## config.mk

```make
export PLATFORM = sky130hd
export DESIGN_NAME = dio_port
export DESIGN_NICKNAME = d
export VERILOG_FILES = /design/src/include/dio_pkg.sv /design/src/hdl/dio_port.sv /design/src/hdl/dio_input_filter.sv
export SDC_FILE = /design/constraint.sdc
export NUM_CORES = 1
export LEC_CHECK = 0
export BUFFER_PORTS_ARGS = -buffer_cell sky130_fd_sc_hd__buf_4
export CORE_UTILIZATION = 40
export CTS_BUF_LIST = sky130_fd_sc_hd__clkbuf_8
export CTS_CLUSTER_DIAMETER = 40
export DETAILED_ROUTE_END_ITERATION = 10
export GPL_TIMING_DRIVEN = 0
export SLEW_MARGIN = 20
export SYNTH_ARGS = -nofsm -noshare
export SYNTH_HDL_FRONTEND = slang
export SYNTH_SLANG_ARGS = --single-unit
```

## constraint.sdc

```tcl
create_clock -name i_clk -period 8.1 [get_ports i_clk]
set_input_delay 0.405 -clock i_clk [delete_from_list [all_inputs] [get_ports i_clk]]
set_output_delay 0.405 -clock i_clk [all_outputs]
set_load 0.01 [all_outputs]
```

## src/include/dio_pkg.sv

```systemverilog
/*
 * Shared constants and carriers for the on-board digital I/O port:
 * register offsets, field layout, filter delay codes and timing counts.
 * Assumes a 10 MHz core clock and an 8-bit register port.
 */
package dio_pkg;

	// Core clock
	localparam int CLK_PERIOD_NS = 100;

	// Port geometry
	localparam int N_IN   = 16;
	localparam int N_OUT  = 12;
	localparam int N_GRP  = 4;
	localparam int GRP_SZ = 4;
	localparam int CNT_W  = 18;

	// Lines able to run at the high input rate
	localparam logic [15:0] FAST_MASK = 16'h8ED8;

	// Input delay times in ns, as offered
	localparam int DLY_0P1_NS = 100000;
	localparam int DLY_0P5_NS = 500000;
	localparam int DLY_3_NS   = 3000000;
	localparam int DLY_15_NS  = 15000000;

	// Cycle counts derived from the clock period
	localparam int DLY_0P1_CYC = DLY_0P1_NS / CLK_PERIOD_NS;
	localparam int DLY_0P5_CYC = DLY_0P5_NS / CLK_PERIOD_NS;
	localparam int DLY_3_CYC   = DLY_3_NS / CLK_PERIOD_NS;
	localparam int DLY_15_CYC  = DLY_15_NS / CLK_PERIOD_NS;

	// Delay selection codes, two bits per group
	localparam logic [1:0] DSEL_0P1 = 2'h0;
	localparam logic [1:0] DSEL_0P5 = 2'h1;
	localparam logic [1:0] DSEL_3   = 2'h2;
	localparam logic [1:0] DSEL_15  = 2'h3;

	// Register offsets (byte addresses); pairs share bit 0 as low/high byte
	localparam logic [7:0] A_IO_LO      = 8'h88;
	localparam logic [7:0] A_IO_HI      = 8'h89;
	localparam logic [7:0] A_RISE_EN    = 8'h90;
	localparam logic [7:0] A_FALL_EN    = 8'h92;
	localparam logic [7:0] A_EDGE_STAT  = 8'h94;
	localparam logic [7:0] A_EDGE_MASK  = 8'h96;
	localparam logic [7:0] A_LOST_STAT  = 8'h98;
	localparam logic [7:0] A_LOST_MASK  = 8'h9A;
	localparam logic [7:0] A_DELAY_SEL  = 8'h9C;
	localparam logic [7:0] A_PORT_STAT  = 8'h9D;

	// Reset values
	localparam logic [15:0] RST_EN    = 16'h0000;
	localparam logic [7:0]  RST_DELAY = 8'h00;
	localparam logic [11:0] RST_OUT   = 12'h000;

	// Port status bit positions
	localparam int PS_OVERLOAD  = 0;
	localparam int PS_SENS_FAIL = 1;

	// Supply and fault pins from the field side
	typedef struct packed {
		logic overload;
		logic sensor_fault;
		logic elec_ok;
		logic out_supply_ok;
		logic bus_ok;
		logic in_supply_ok;
	} field_pins_s;

	// Module-level lamps
	typedef struct packed {
		logic sensor_supply_fault_lamp;
		logic output_overload_lamp;
		logic electronics_supply_lamp;
		logic output_supply_lamp;
		logic module_bus_supply_lamp;
		logic input_supply_lamp;
	} lamps_s;

endpackage : dio_pkg

```

## src/hdl/dio_port.sv

```systemverilog
/*
 * On-board digital I/O port: sixteen filtered inputs with edge interrupts
 * and lost-interrupt diagnostics, twelve outputs, lamps, register port.
 * Assumes field pins are asynchronous and a bus master that changes its
 * signals right after the rising edge and never strobes read and write together.
 */
`timescale 1ns/1ns
module dio_port
	import dio_pkg::*;
#(
	parameter int P_DLY_0P5_CYC = DLY_0P5_CYC,
	parameter int P_DLY_3_CYC   = DLY_3_CYC,
	parameter int P_DLY_15_CYC  = DLY_15_CYC
) (
	input  wire logic              i_clk,
	input  wire logic              i_rst,
	input  wire logic [7:0]        i_addr,
	input  wire logic [7:0]        i_wdata,
	input  wire logic              i_wr,
	input  wire logic              i_rd,
	output logic      [7:0]        o_rdata,
	output logic                   o_irq,
	input  wire logic [N_IN-1:0]   i_field_input_line,
	input  wire field_pins_s       i_pins,
	output logic      [N_OUT-1:0]  o_field_output_line,
	output logic      [N_IN-1:0]   o_in_lamp,
	output logic      [N_OUT-1:0]  o_out_lamp,
	output lamps_s                 o_lamps
);

	// Address hits one of a low/high byte pair
	function automatic logic pair_hit(input logic [7:0] a, input logic [7:0] base);
		pair_hit = (a[7:1] == base[7:1]);
	endfunction : pair_hit

	// Replace one byte of a 16-bit register
	function automatic logic [15:0] put_byte(input logic [15:0] old,
		input logic [7:0] d, input logic hi);
		put_byte = hi ? {d, old[7:0]} : {old[15:8], d};
	endfunction : put_byte

	// Byte mask of ones written to a W1C pair
	function automatic logic [15:0] w1c_mask(input logic [7:0] d, input logic hi);
		w1c_mask = hi ? {d, 8'h00} : {8'h00, d};
	endfunction : w1c_mask

	// Delay code to cycle limit; slow lines never go below 0.5 ms
	function automatic logic [CNT_W-1:0] dly_limit(input logic [1:0] code,
		input logic fast);
		unique case (code)
			DSEL_0P1: dly_limit = fast ? CNT_W'(DLY_0P1_CYC) : CNT_W'(P_DLY_0P5_CYC);
			DSEL_0P5: dly_limit = CNT_W'(P_DLY_0P5_CYC);
			DSEL_3:   dly_limit = CNT_W'(P_DLY_3_CYC);
			DSEL_15:  dly_limit = CNT_W'(P_DLY_15_CYC);
		endcase
	endfunction : dly_limit

	logic [N_IN-1:0]  in_meta_r;
	logic [N_IN-1:0]  in_sync_r;
	field_pins_s      pins_meta_r;
	field_pins_s      pins_sync_r;
	logic [N_IN-1:0]  level_w;
	logic [N_IN-1:0]  level_d_r;
	logic [N_IN-1:0]  rise_w;
	logic [N_IN-1:0]  fall_w;
	logic [N_IN-1:0]  edge_evt_w;
	logic [N_IN-1:0]  lost_evt_w;
	logic [CNT_W-1:0] lim_w [N_IN];
	logic [15:0]      rise_en_r;
	logic [15:0]      fall_en_r;
	logic [15:0]      edge_stat_r;
	logic [15:0]      edge_mask_r;
	logic [15:0]      lost_stat_r;
	logic [15:0]      lost_mask_r;
	logic [7:0]       delay_sel_r;
	logic [11:0]      out_r;
	logic [15:0]      edge_clr_w;
	logic [15:0]      lost_clr_w;
	logic             wr_hi;

	assign wr_hi = i_addr[0];

	// Two-flop synchronisers; only the second stage feeds logic
	always_ff @(posedge i_clk) begin
		if (i_rst) begin
			in_meta_r   <= '0;
			in_sync_r   <= '0;
			pins_meta_r <= '0;
			pins_sync_r <= '0;
		end else begin
			in_meta_r   <= i_field_input_line;
			in_sync_r   <= in_meta_r;
			pins_meta_r <= i_pins;
			pins_sync_r <= pins_meta_r;
		end
	end

	// One filter per line; the group setting is picked by line index
	genvar g;
	generate
		for (g = 0; g < N_IN; g++) begin : gen_in
			assign lim_w[g] = dly_limit(delay_sel_r[2*(g/GRP_SZ) +: 2], FAST_MASK[g]);

			dio_input_filter u_filt (
				.i_clk   (i_clk),
				.i_rst   (i_rst),
				.i_raw   (in_sync_r[g]),
				.i_limit (lim_w[g]),
				.o_level (level_w[g])
			);

			if (!FAST_MASK[g]) begin : gen_slow

			end
		end
	endgenerate

	// Previous filtered level for edge detection
	always_ff @(posedge i_clk) begin
		if (i_rst) begin
			level_d_r <= '0;
		end else begin
			level_d_r <= level_w;
		end
	end

	// Edges are taken from the filtered level, never the raw pin
	assign rise_w     = level_w & ~level_d_r;
	assign fall_w     = ~level_w & level_d_r;
	assign edge_evt_w = (rise_w & rise_en_r) | (fall_w & fall_en_r);
	assign lost_evt_w = edge_evt_w & edge_stat_r;

	// Status clear strobes from the register port
	assign edge_clr_w = (i_wr && pair_hit(i_addr, A_EDGE_STAT)) ?
		w1c_mask(i_wdata, wr_hi) : 16'h0000;
	assign lost_clr_w = (i_wr && pair_hit(i_addr, A_LOST_STAT)) ?
		w1c_mask(i_wdata, wr_hi) : 16'h0000;

	// Edge enables, masks and delay selection written by software
	always_ff @(posedge i_clk) begin
		if (i_rst) begin
			rise_en_r   <= RST_EN;
			fall_en_r   <= RST_EN;
			edge_mask_r <= RST_EN;
			lost_mask_r <= RST_EN;
			delay_sel_r <= RST_DELAY;
		end else if (i_wr) begin
			if (pair_hit(i_addr, A_RISE_EN))
				rise_en_r <= put_byte(rise_en_r, i_wdata, wr_hi);
			if (pair_hit(i_addr, A_FALL_EN))
				fall_en_r <= put_byte(fall_en_r, i_wdata, wr_hi);
			if (pair_hit(i_addr, A_EDGE_MASK))
				edge_mask_r <= put_byte(edge_mask_r, i_wdata, wr_hi);
			if (pair_hit(i_addr, A_LOST_MASK))
				lost_mask_r <= put_byte(lost_mask_r, i_wdata, wr_hi);
			if (i_addr == A_DELAY_SEL)
				delay_sel_r <= i_wdata;
		end
	end

	// Sticky status; a new event wins over a clear in the same cycle
	always_ff @(posedge i_clk) begin
		if (i_rst) begin
			edge_stat_r <= '0;
			lost_stat_r <= '0;
		end else begin
			edge_stat_r <= (edge_stat_r & ~edge_clr_w) | edge_evt_w;
			lost_stat_r <= (lost_stat_r & ~lost_clr_w) | lost_evt_w;
		end
	end

	// Process-image outputs; only bits 0-3 of the high byte exist
	always_ff @(posedge i_clk) begin
		if (i_rst) begin
			out_r <= RST_OUT;
		end else if (i_wr && i_addr == A_IO_LO) begin
			out_r[7:0] <= i_wdata;
		end else if (i_wr && i_addr == A_IO_HI) begin
			out_r[11:8] <= i_wdata[3:0];
		end
	end

	// Read mux; the shared I/O locations read back the inputs
	always_ff @(posedge i_clk) begin
		if (i_rst) begin
			o_rdata <= 8'h00;
		end else if (i_rd) begin
			o_rdata <= 8'h00;
			if (i_addr == A_IO_LO)
				o_rdata <= level_w[7:0];
			else if (i_addr == A_IO_HI)
				o_rdata <= level_w[15:8];
			else if (pair_hit(i_addr, A_RISE_EN))
				o_rdata <= wr_hi ? rise_en_r[15:8] : rise_en_r[7:0];
			else if (pair_hit(i_addr, A_FALL_EN))
				o_rdata <= wr_hi ? fall_en_r[15:8] : fall_en_r[7:0];
			else if (pair_hit(i_addr, A_EDGE_STAT))
				o_rdata <= wr_hi ? edge_stat_r[15:8] : edge_stat_r[7:0];
			else if (pair_hit(i_addr, A_EDGE_MASK))
				o_rdata <= wr_hi ? edge_mask_r[15:8] : edge_mask_r[7:0];
			else if (pair_hit(i_addr, A_LOST_STAT))
				o_rdata <= wr_hi ? lost_stat_r[15:8] : lost_stat_r[7:0];
			else if (pair_hit(i_addr, A_LOST_MASK))
				o_rdata <= wr_hi ? lost_mask_r[15:8] : lost_mask_r[7:0];
			else if (i_addr == A_DELAY_SEL)
				o_rdata <= delay_sel_r;
			else if (i_addr == A_PORT_STAT) begin
				o_rdata[PS_OVERLOAD]  <= pins_sync_r.overload;
				o_rdata[PS_SENS_FAIL] <= pins_sync_r.sensor_fault;
			end
		end else begin
			o_rdata <= 8'h00;
		end
	end

	// Interrupt line, registered so it changes only on the clock
	always_ff @(posedge i_clk) begin
		if (i_rst) begin
			o_irq <= 1'b0;
		end else begin
			o_irq <= |((edge_stat_r & edge_mask_r) | (lost_stat_r & lost_mask_r));
		end
	end

	// Field outputs and lamps, all straight from flops
	always_ff @(posedge i_clk) begin
		if (i_rst) begin
			o_field_output_line <= RST_OUT;
			o_out_lamp          <= RST_OUT;
			o_in_lamp           <= '0;
			o_lamps             <= '0;
		end else begin
			o_field_output_line <= out_r;
			o_out_lamp          <= out_r;
			o_in_lamp           <= level_w;
			o_lamps.output_overload_lamp     <= pins_sync_r.overload;
			o_lamps.sensor_supply_fault_lamp <= pins_sync_r.sensor_fault;
			o_lamps.electronics_supply_lamp  <= pins_sync_r.elec_ok;
			o_lamps.output_supply_lamp       <= pins_sync_r.out_supply_ok;
			o_lamps.module_bus_supply_lamp   <= pins_sync_r.bus_ok;
			o_lamps.input_supply_lamp        <= pins_sync_r.in_supply_ok;
		end
	end
endmodule : dio_port

```

## src/hdl/dio_input_filter.sv

```systemverilog
/*
 * One input line's delay filter: the reported level follows the raw
 * level only after it has differed for the chosen number of cycles.
 * Assumes i_raw is already synchronised to i_clk.
 */
`timescale 1ns/1ns
module dio_input_filter
	import dio_pkg::*;
(
	input  wire logic             i_clk,
	input  wire logic             i_rst,
	input  wire logic             i_raw,
	input  wire logic [CNT_W-1:0] i_limit,
	output logic                  o_level
);

	logic [CNT_W-1:0] cnt_r;
	logic             level_r;

	assign o_level = level_r;

	// Stability counter; any bounce back to the old level restarts it
	always_ff @(posedge i_clk) begin
		if (i_rst) begin
			cnt_r   <= '0;
			level_r <= 1'b0;
		end else if (i_raw == level_r) begin
			cnt_r <= '0;
		end else if (cnt_r >= i_limit - 1'b1) begin
			level_r <= i_raw;
			cnt_r   <= '0;
		end else begin
			cnt_r <= cnt_r + 1'b1;
		end
	end
endmodule : dio_input_filter

```

==> summary by stage <==
Clock network
The insertion delay of the later-clocked pin in the worst-skew pair is 0.70 ns. The number of clock buffers added by TritonCTS is 97. The count of H-tree levels built during CTS is 3. The tree built by TritonCTS fans out to 507 sinks. The maximum number of buffers from clock root to sink is 3. The clock tree from TritonCTS is built. The tree is rooted in a sky130_fd_sc_hd__clkbuf_8. The count of buffers added by post-CTS timing repair for setup is 0. After clock tree synthesis, the clock-pin slew on the worst setup and hold paths is 0.06 ns.

Cells and area
The net total in the final layout is 3,292. With fillers left out, the area of the finished cells amounts to 29,200 um2. The layout cell share with drive strength beyond 1 is 11.2%.

The finished layout holds 3,963 standard cells, fillers aside. Compared with the post-synthesis result, the final layout area differs by 16.7%. The number of filler cells placed in the layout is 5,909.

Setup path
The worst setup path is of the flop to flop kind. For the worst setup path, the data required time is 8.71 ns. The capture point of the critical path is gen_in[15].u_filt.cnt_r[10]. The kind of start point of the critical path is a flop. The signal arrival time at the worst endpoint is 5.09 ns. The worst reg-to-reg setup slack is 3.62 ns. The worst flop-to-flop path startpoint is delay_sel_r[6]. The number of cells traversed by the worst register-to-register path is 14. The top fanout value on the critical path is 10. The endpoint class of the critical path is a flop. The worst register-to-register path ends at gen_in[15].u_filt.cnt_r[10]. The launching element of the worst setup path is delay_sel_r[6].

STA
The share of the cycle needed by the critical path after routing is 55.3%. Setup violations remaining at the end of the flow were counted as 0. The number of hold violations in the final report came to 0. The final critical path time including I/O delays and setup is 4.48 ns. The slew at the pin closest to its max-slew limit is 1.06 ns. The setup slack after layout is 3.62 ns. In the final timing run, aggregate negative setup slack is 0 ns. The number of pins exceeding their max-slew limit in the final report was 0. The largest clock skew in the final design is 0.0293 ns.

The relative max-transition margin is 29.3%. The maximum operating frequency is 223 MHz. Setup repair after global routing left no endpoint under its margin.

Detailed routing
In the routed layout, each cell is associated on average with a via count of 5.21. The sum of routed wire length over all layers is 68.5 mm. For this block, the via count after detailed routing is 20,600. The count of nets left with antenna violations once routing finished came out at 0. The number of remaining DRC errors is 0. The total iterations of the first detailed-routing run is 6. For this block, the initial DRC count from the detailed router was 1,270.

In the final routed layout, each cell accounts on average for 17.3 um.

Placement
Timing analysis after detailed placement gives a worst setup slack of 3.56 ns. Routability-driven placement finished with a final weighted congestion of 0.953. Input and output buffers added on the ports amount to 93.

Summing all placed instances gives a cell area of 26,800 um2. The number of instances in the placed design is 3,759. The post-detailed-placement half-perimeter wirelength is 50.4 mm.

GRT
The total global routing overflow is 0. The number of antenna violations at the first check in global routing is 7. For this run, the total global-route usage over all layers was measured as 21.4%.

Entering global routing, the biggest net connects 14 pins. The wire length of the first global-routing pass is 108 mm. The via count of the first global-routing pass came to 20,100.

Yosys
The top cell type's share of synthesized area is 40.5%. The most used flip-flop cell after synthesis is sky130_fd_sc_hd__dfxtp_1. After synthesis, the netlist uses 79 different library cells.

The number of register bits inferred by synthesis is 507. The Yosys step of the flow raised 0 warnings. The post-synthesis instance total is 2,826.

The sequential area share after synthesis is 40.5%. The synthesized design contains 0 enable-type register cells. By area the synthesized netlist is led by sky130_fd_sc_hd__dfxtp_1 (41%), sky130_fd_sc_hd__ha_1 (10%), sky130_fd_sc_hd__nor2_1 (7.3%), sky130_fd_sc_hd__xor2_1 (5.6%), sky130_fd_sc_hd__xnor2_1 (4.0%). The synthesized area divided by synthesized cell count is 8.86 um2. Summed over all instances, the cell type with the most area after synthesis is sky130_fd_sc_hd__dfxtp_1. The most used standard cell by instance count after synthesis is sky130_fd_sc_hd__dfxtp_1.

The cell area after synthesis is 25,000 um2. The proportion of register bits with asynchronous set or reset after synthesis is 0%. By count the netlist is led by sky130_fd_sc_hd__dfxtp_1 (507), sky130_fd_sc_hd__nor2_1 (486), sky130_fd_sc_hd__nand2_1 (220).

Floorplanning
The core region is 61,800 um2. Once the floorplan was initialized, standard cells occupied 40.5% of the core. The die covers 63,600 um2.

The chip height is 252 um. The floorplan row count is 91. The number of top-level design ports is 97. In this run the horizontal extent of the chip is 252 um.

Power
The ratio of total power to cell area is 185 nW/um2. The largest voltage drop on the vdd net is 0.111 mV. Power comes to 5.40 mW. The leakage power is 11.2 nW.

Hold path
The tightest min-delay check is of the primary input to flop type.

Flow run
The tool flagged a number of max-cap violations equal to 0.

Status
The run finished with clean final reports.
-- power breakdown --
group | internal [mW] | total (mW) | switching, mW | leakage (nW)
clock | 1.57 | 2.72 | 1.15 | 1.14
sequential | 2.51 | 2.52 | 0.00670 | 4.09
combinational | 0.0576 | 0.168 | 0.110 | 6.00
total | 4.14 | 5.40 | 1.26 | 11.2
-- critical path, stage by stage (launching register included) --
cell,delay (ns)
sky130_fd_sc_hd__dfxtp_1,0.53
sky130_fd_sc_hd__inv_1,0.14
sky130_fd_sc_hd__ha_1,0.33
sky130_fd_sc_hd__nor2_1,0.75
sky130_fd_sc_hd__inv_1,0.47
sky130_fd_sc_hd__nand2_1,0.18
sky130_fd_sc_hd__ha_1,0.26
sky130_fd_sc_hd__a21oi_1,0.16
sky130_fd_sc_hd__a211oi_1,0.09
sky130_fd_sc_hd__nor4_1,0.40
sky130_fd_sc_hd__nor3_1,0.12
sky130_fd_sc_hd__or2_2,0.31
sky130_fd_sc_hd__clkbuf_1,0.19
sky130_fd_sc_hd__clkbuf_1,0.28
sky130_fd_sc_hd__nor2_1,0.16
-- cell families after synthesis --
kind of cell	Yosys count	share of synthesized area (%)
buffers and inverters	170	2.90
multiplexers	120	5.01
XOR/XNOR	275	9.62
flip-flops	507	40.5
adder cells (fa/ha/maj)	206	10.2
other	1	0.0150
AO/OA/AOI/OAI	353	9.12
AND/OR/NAND/NOR	1194	22.6
-- final cells by class --
class / count / area (um2) / share of cell area (%)
multi-input cells: 2152 / 14200 / 48.6
flip-flops and latches: 507 / 10100 / 34.7
clock buffers: 117 / 1610 / 5.51
well taps: 837 / 1050 / 3.58
repair buffers: 122 / 988 / 3.38
clock inverters: 56 / 498 / 1.70
plain buffers: 109 / 498 / 1.70
inverters: 61 / 229 / 0.783
diodes: 2 / 5.00 / 0.0171
-- worst min path at each step --
stage                         startpoint                         to  slack [ns]  cells past startpoint
6_report                      i_wdata[4]            edge_stat_r[12]        0.07                      4
5_1_grt                       i_wdata[4]            lost_stat_r[12]        0.09                      4
4_1_cts                       i_wdata[4]            edge_stat_r[12]        0.01                      4
3_5_place_dp                in_meta_r[1]               in_sync_r[1]        0.42                      1
3_3_place_gp               in_meta_r[15]              in_sync_r[15]        0.42                      1
2_1_floorplan  gen_in[2].u_filt.cnt_r[0]  gen_in[2].u_filt.cnt_r[0]        0.41                      1
-- through the flow --
stage	hold WS (ns)	util, %
after global placement	0.419	43.3
final	0.0719	47.3
after CTS	0.0144	47.3
after global routing	0.0873	47.3
after detailed placement	0.425	43.4
after floorplan	0.413	-
-- repair_timing --
item                      in CTS  in global routing
resized for setup              0                  0
hold endpoints to repair      31                  0
hold buffers                  29                  0
-- state kept, by name (all words and copies together) (netlist names) --
signal,flops
o_rdata,8
lost_stat_r,16
gen_in.u_filt.o_level,16
edge_mask_r,16
o_in_lamp,16
pins_sync_r,6
gen_in.u_filt.cnt_r,288
o_lamps,6
fall_en_r,16
o_irq,1
rise_en_r,16
delay_sel_r,8
pins_meta_r,6
in_meta_r,16
in_sync_r,16
out_r,12
lost_mask_r,16
o_out_lamp,12
edge_stat_r,16
-- cells in the final DEF, fill, tap and decap left out, types with 10 or more instances in the layout --
cell type	instances
sky130_fd_sc_hd__dfxtp_1	507
sky130_fd_sc_hd__nor2_1	486
sky130_fd_sc_hd__nand2_1	220
sky130_fd_sc_hd__ha_1	200
sky130_fd_sc_hd__xor2_1	161
sky130_fd_sc_hd__nand3_1	133
sky130_fd_sc_hd__a21oi_1	128
sky130_fd_sc_hd__clkbuf_8	117
sky130_fd_sc_hd__xnor2_1	114
sky130_fd_sc_hd__buf_4	105
sky130_fd_sc_hd__nor2b_1	97
sky130_fd_sc_hd__mux2i_1	95
sky130_fd_sc_hd__inv_1	79
sky130_fd_sc_hd__clkbuf_1	69
sky130_fd_sc_hd__nand4_1	63
sky130_fd_sc_hd__and3_1	46
sky130_fd_sc_hd__o21ai_0	38
sky130_fd_sc_hd__nor3_1	37
sky130_fd_sc_hd__o22ai_1	33
sky130_fd_sc_hd__dlygate4sd3_1	29
sky130_fd_sc_hd__a22oi_1	26
sky130_fd_sc_hd__mux2_2	23
sky130_fd_sc_hd__or3_1	20
sky130_fd_sc_hd__and4_1	20
sky130_fd_sc_hd__a31oi_1	17
sky130_fd_sc_hd__nand2b_1	16
sky130_fd_sc_hd__buf_2	16
sky130_fd_sc_hd__clkinv_2	16
sky130_fd_sc_hd__a21o_1	15
sky130_fd_sc_hd__a211o_1	14
sky130_fd_sc_hd__or2_2	12
sky130_fd_sc_hd__a211oi_1	11
sky130_fd_sc_hd__buf_1	10
-- routing by layer --
| layer | global-route usage, % | part of all wire (%) | vias to the layer above |
|---|---|---|---|
| li1 | - | - | 10200 |
| met1 | 27.7 | 46 | 9726 |
| met2 | 34.6 | 45 | 523 |
| met3 | 4.57 | 6.0 | 167 |
| met4 | 8.99 | 3.5 | 8 |
| met5 | 0 | 0.067 | - |
No activity file was read; power rests on OpenSTA's default activity.
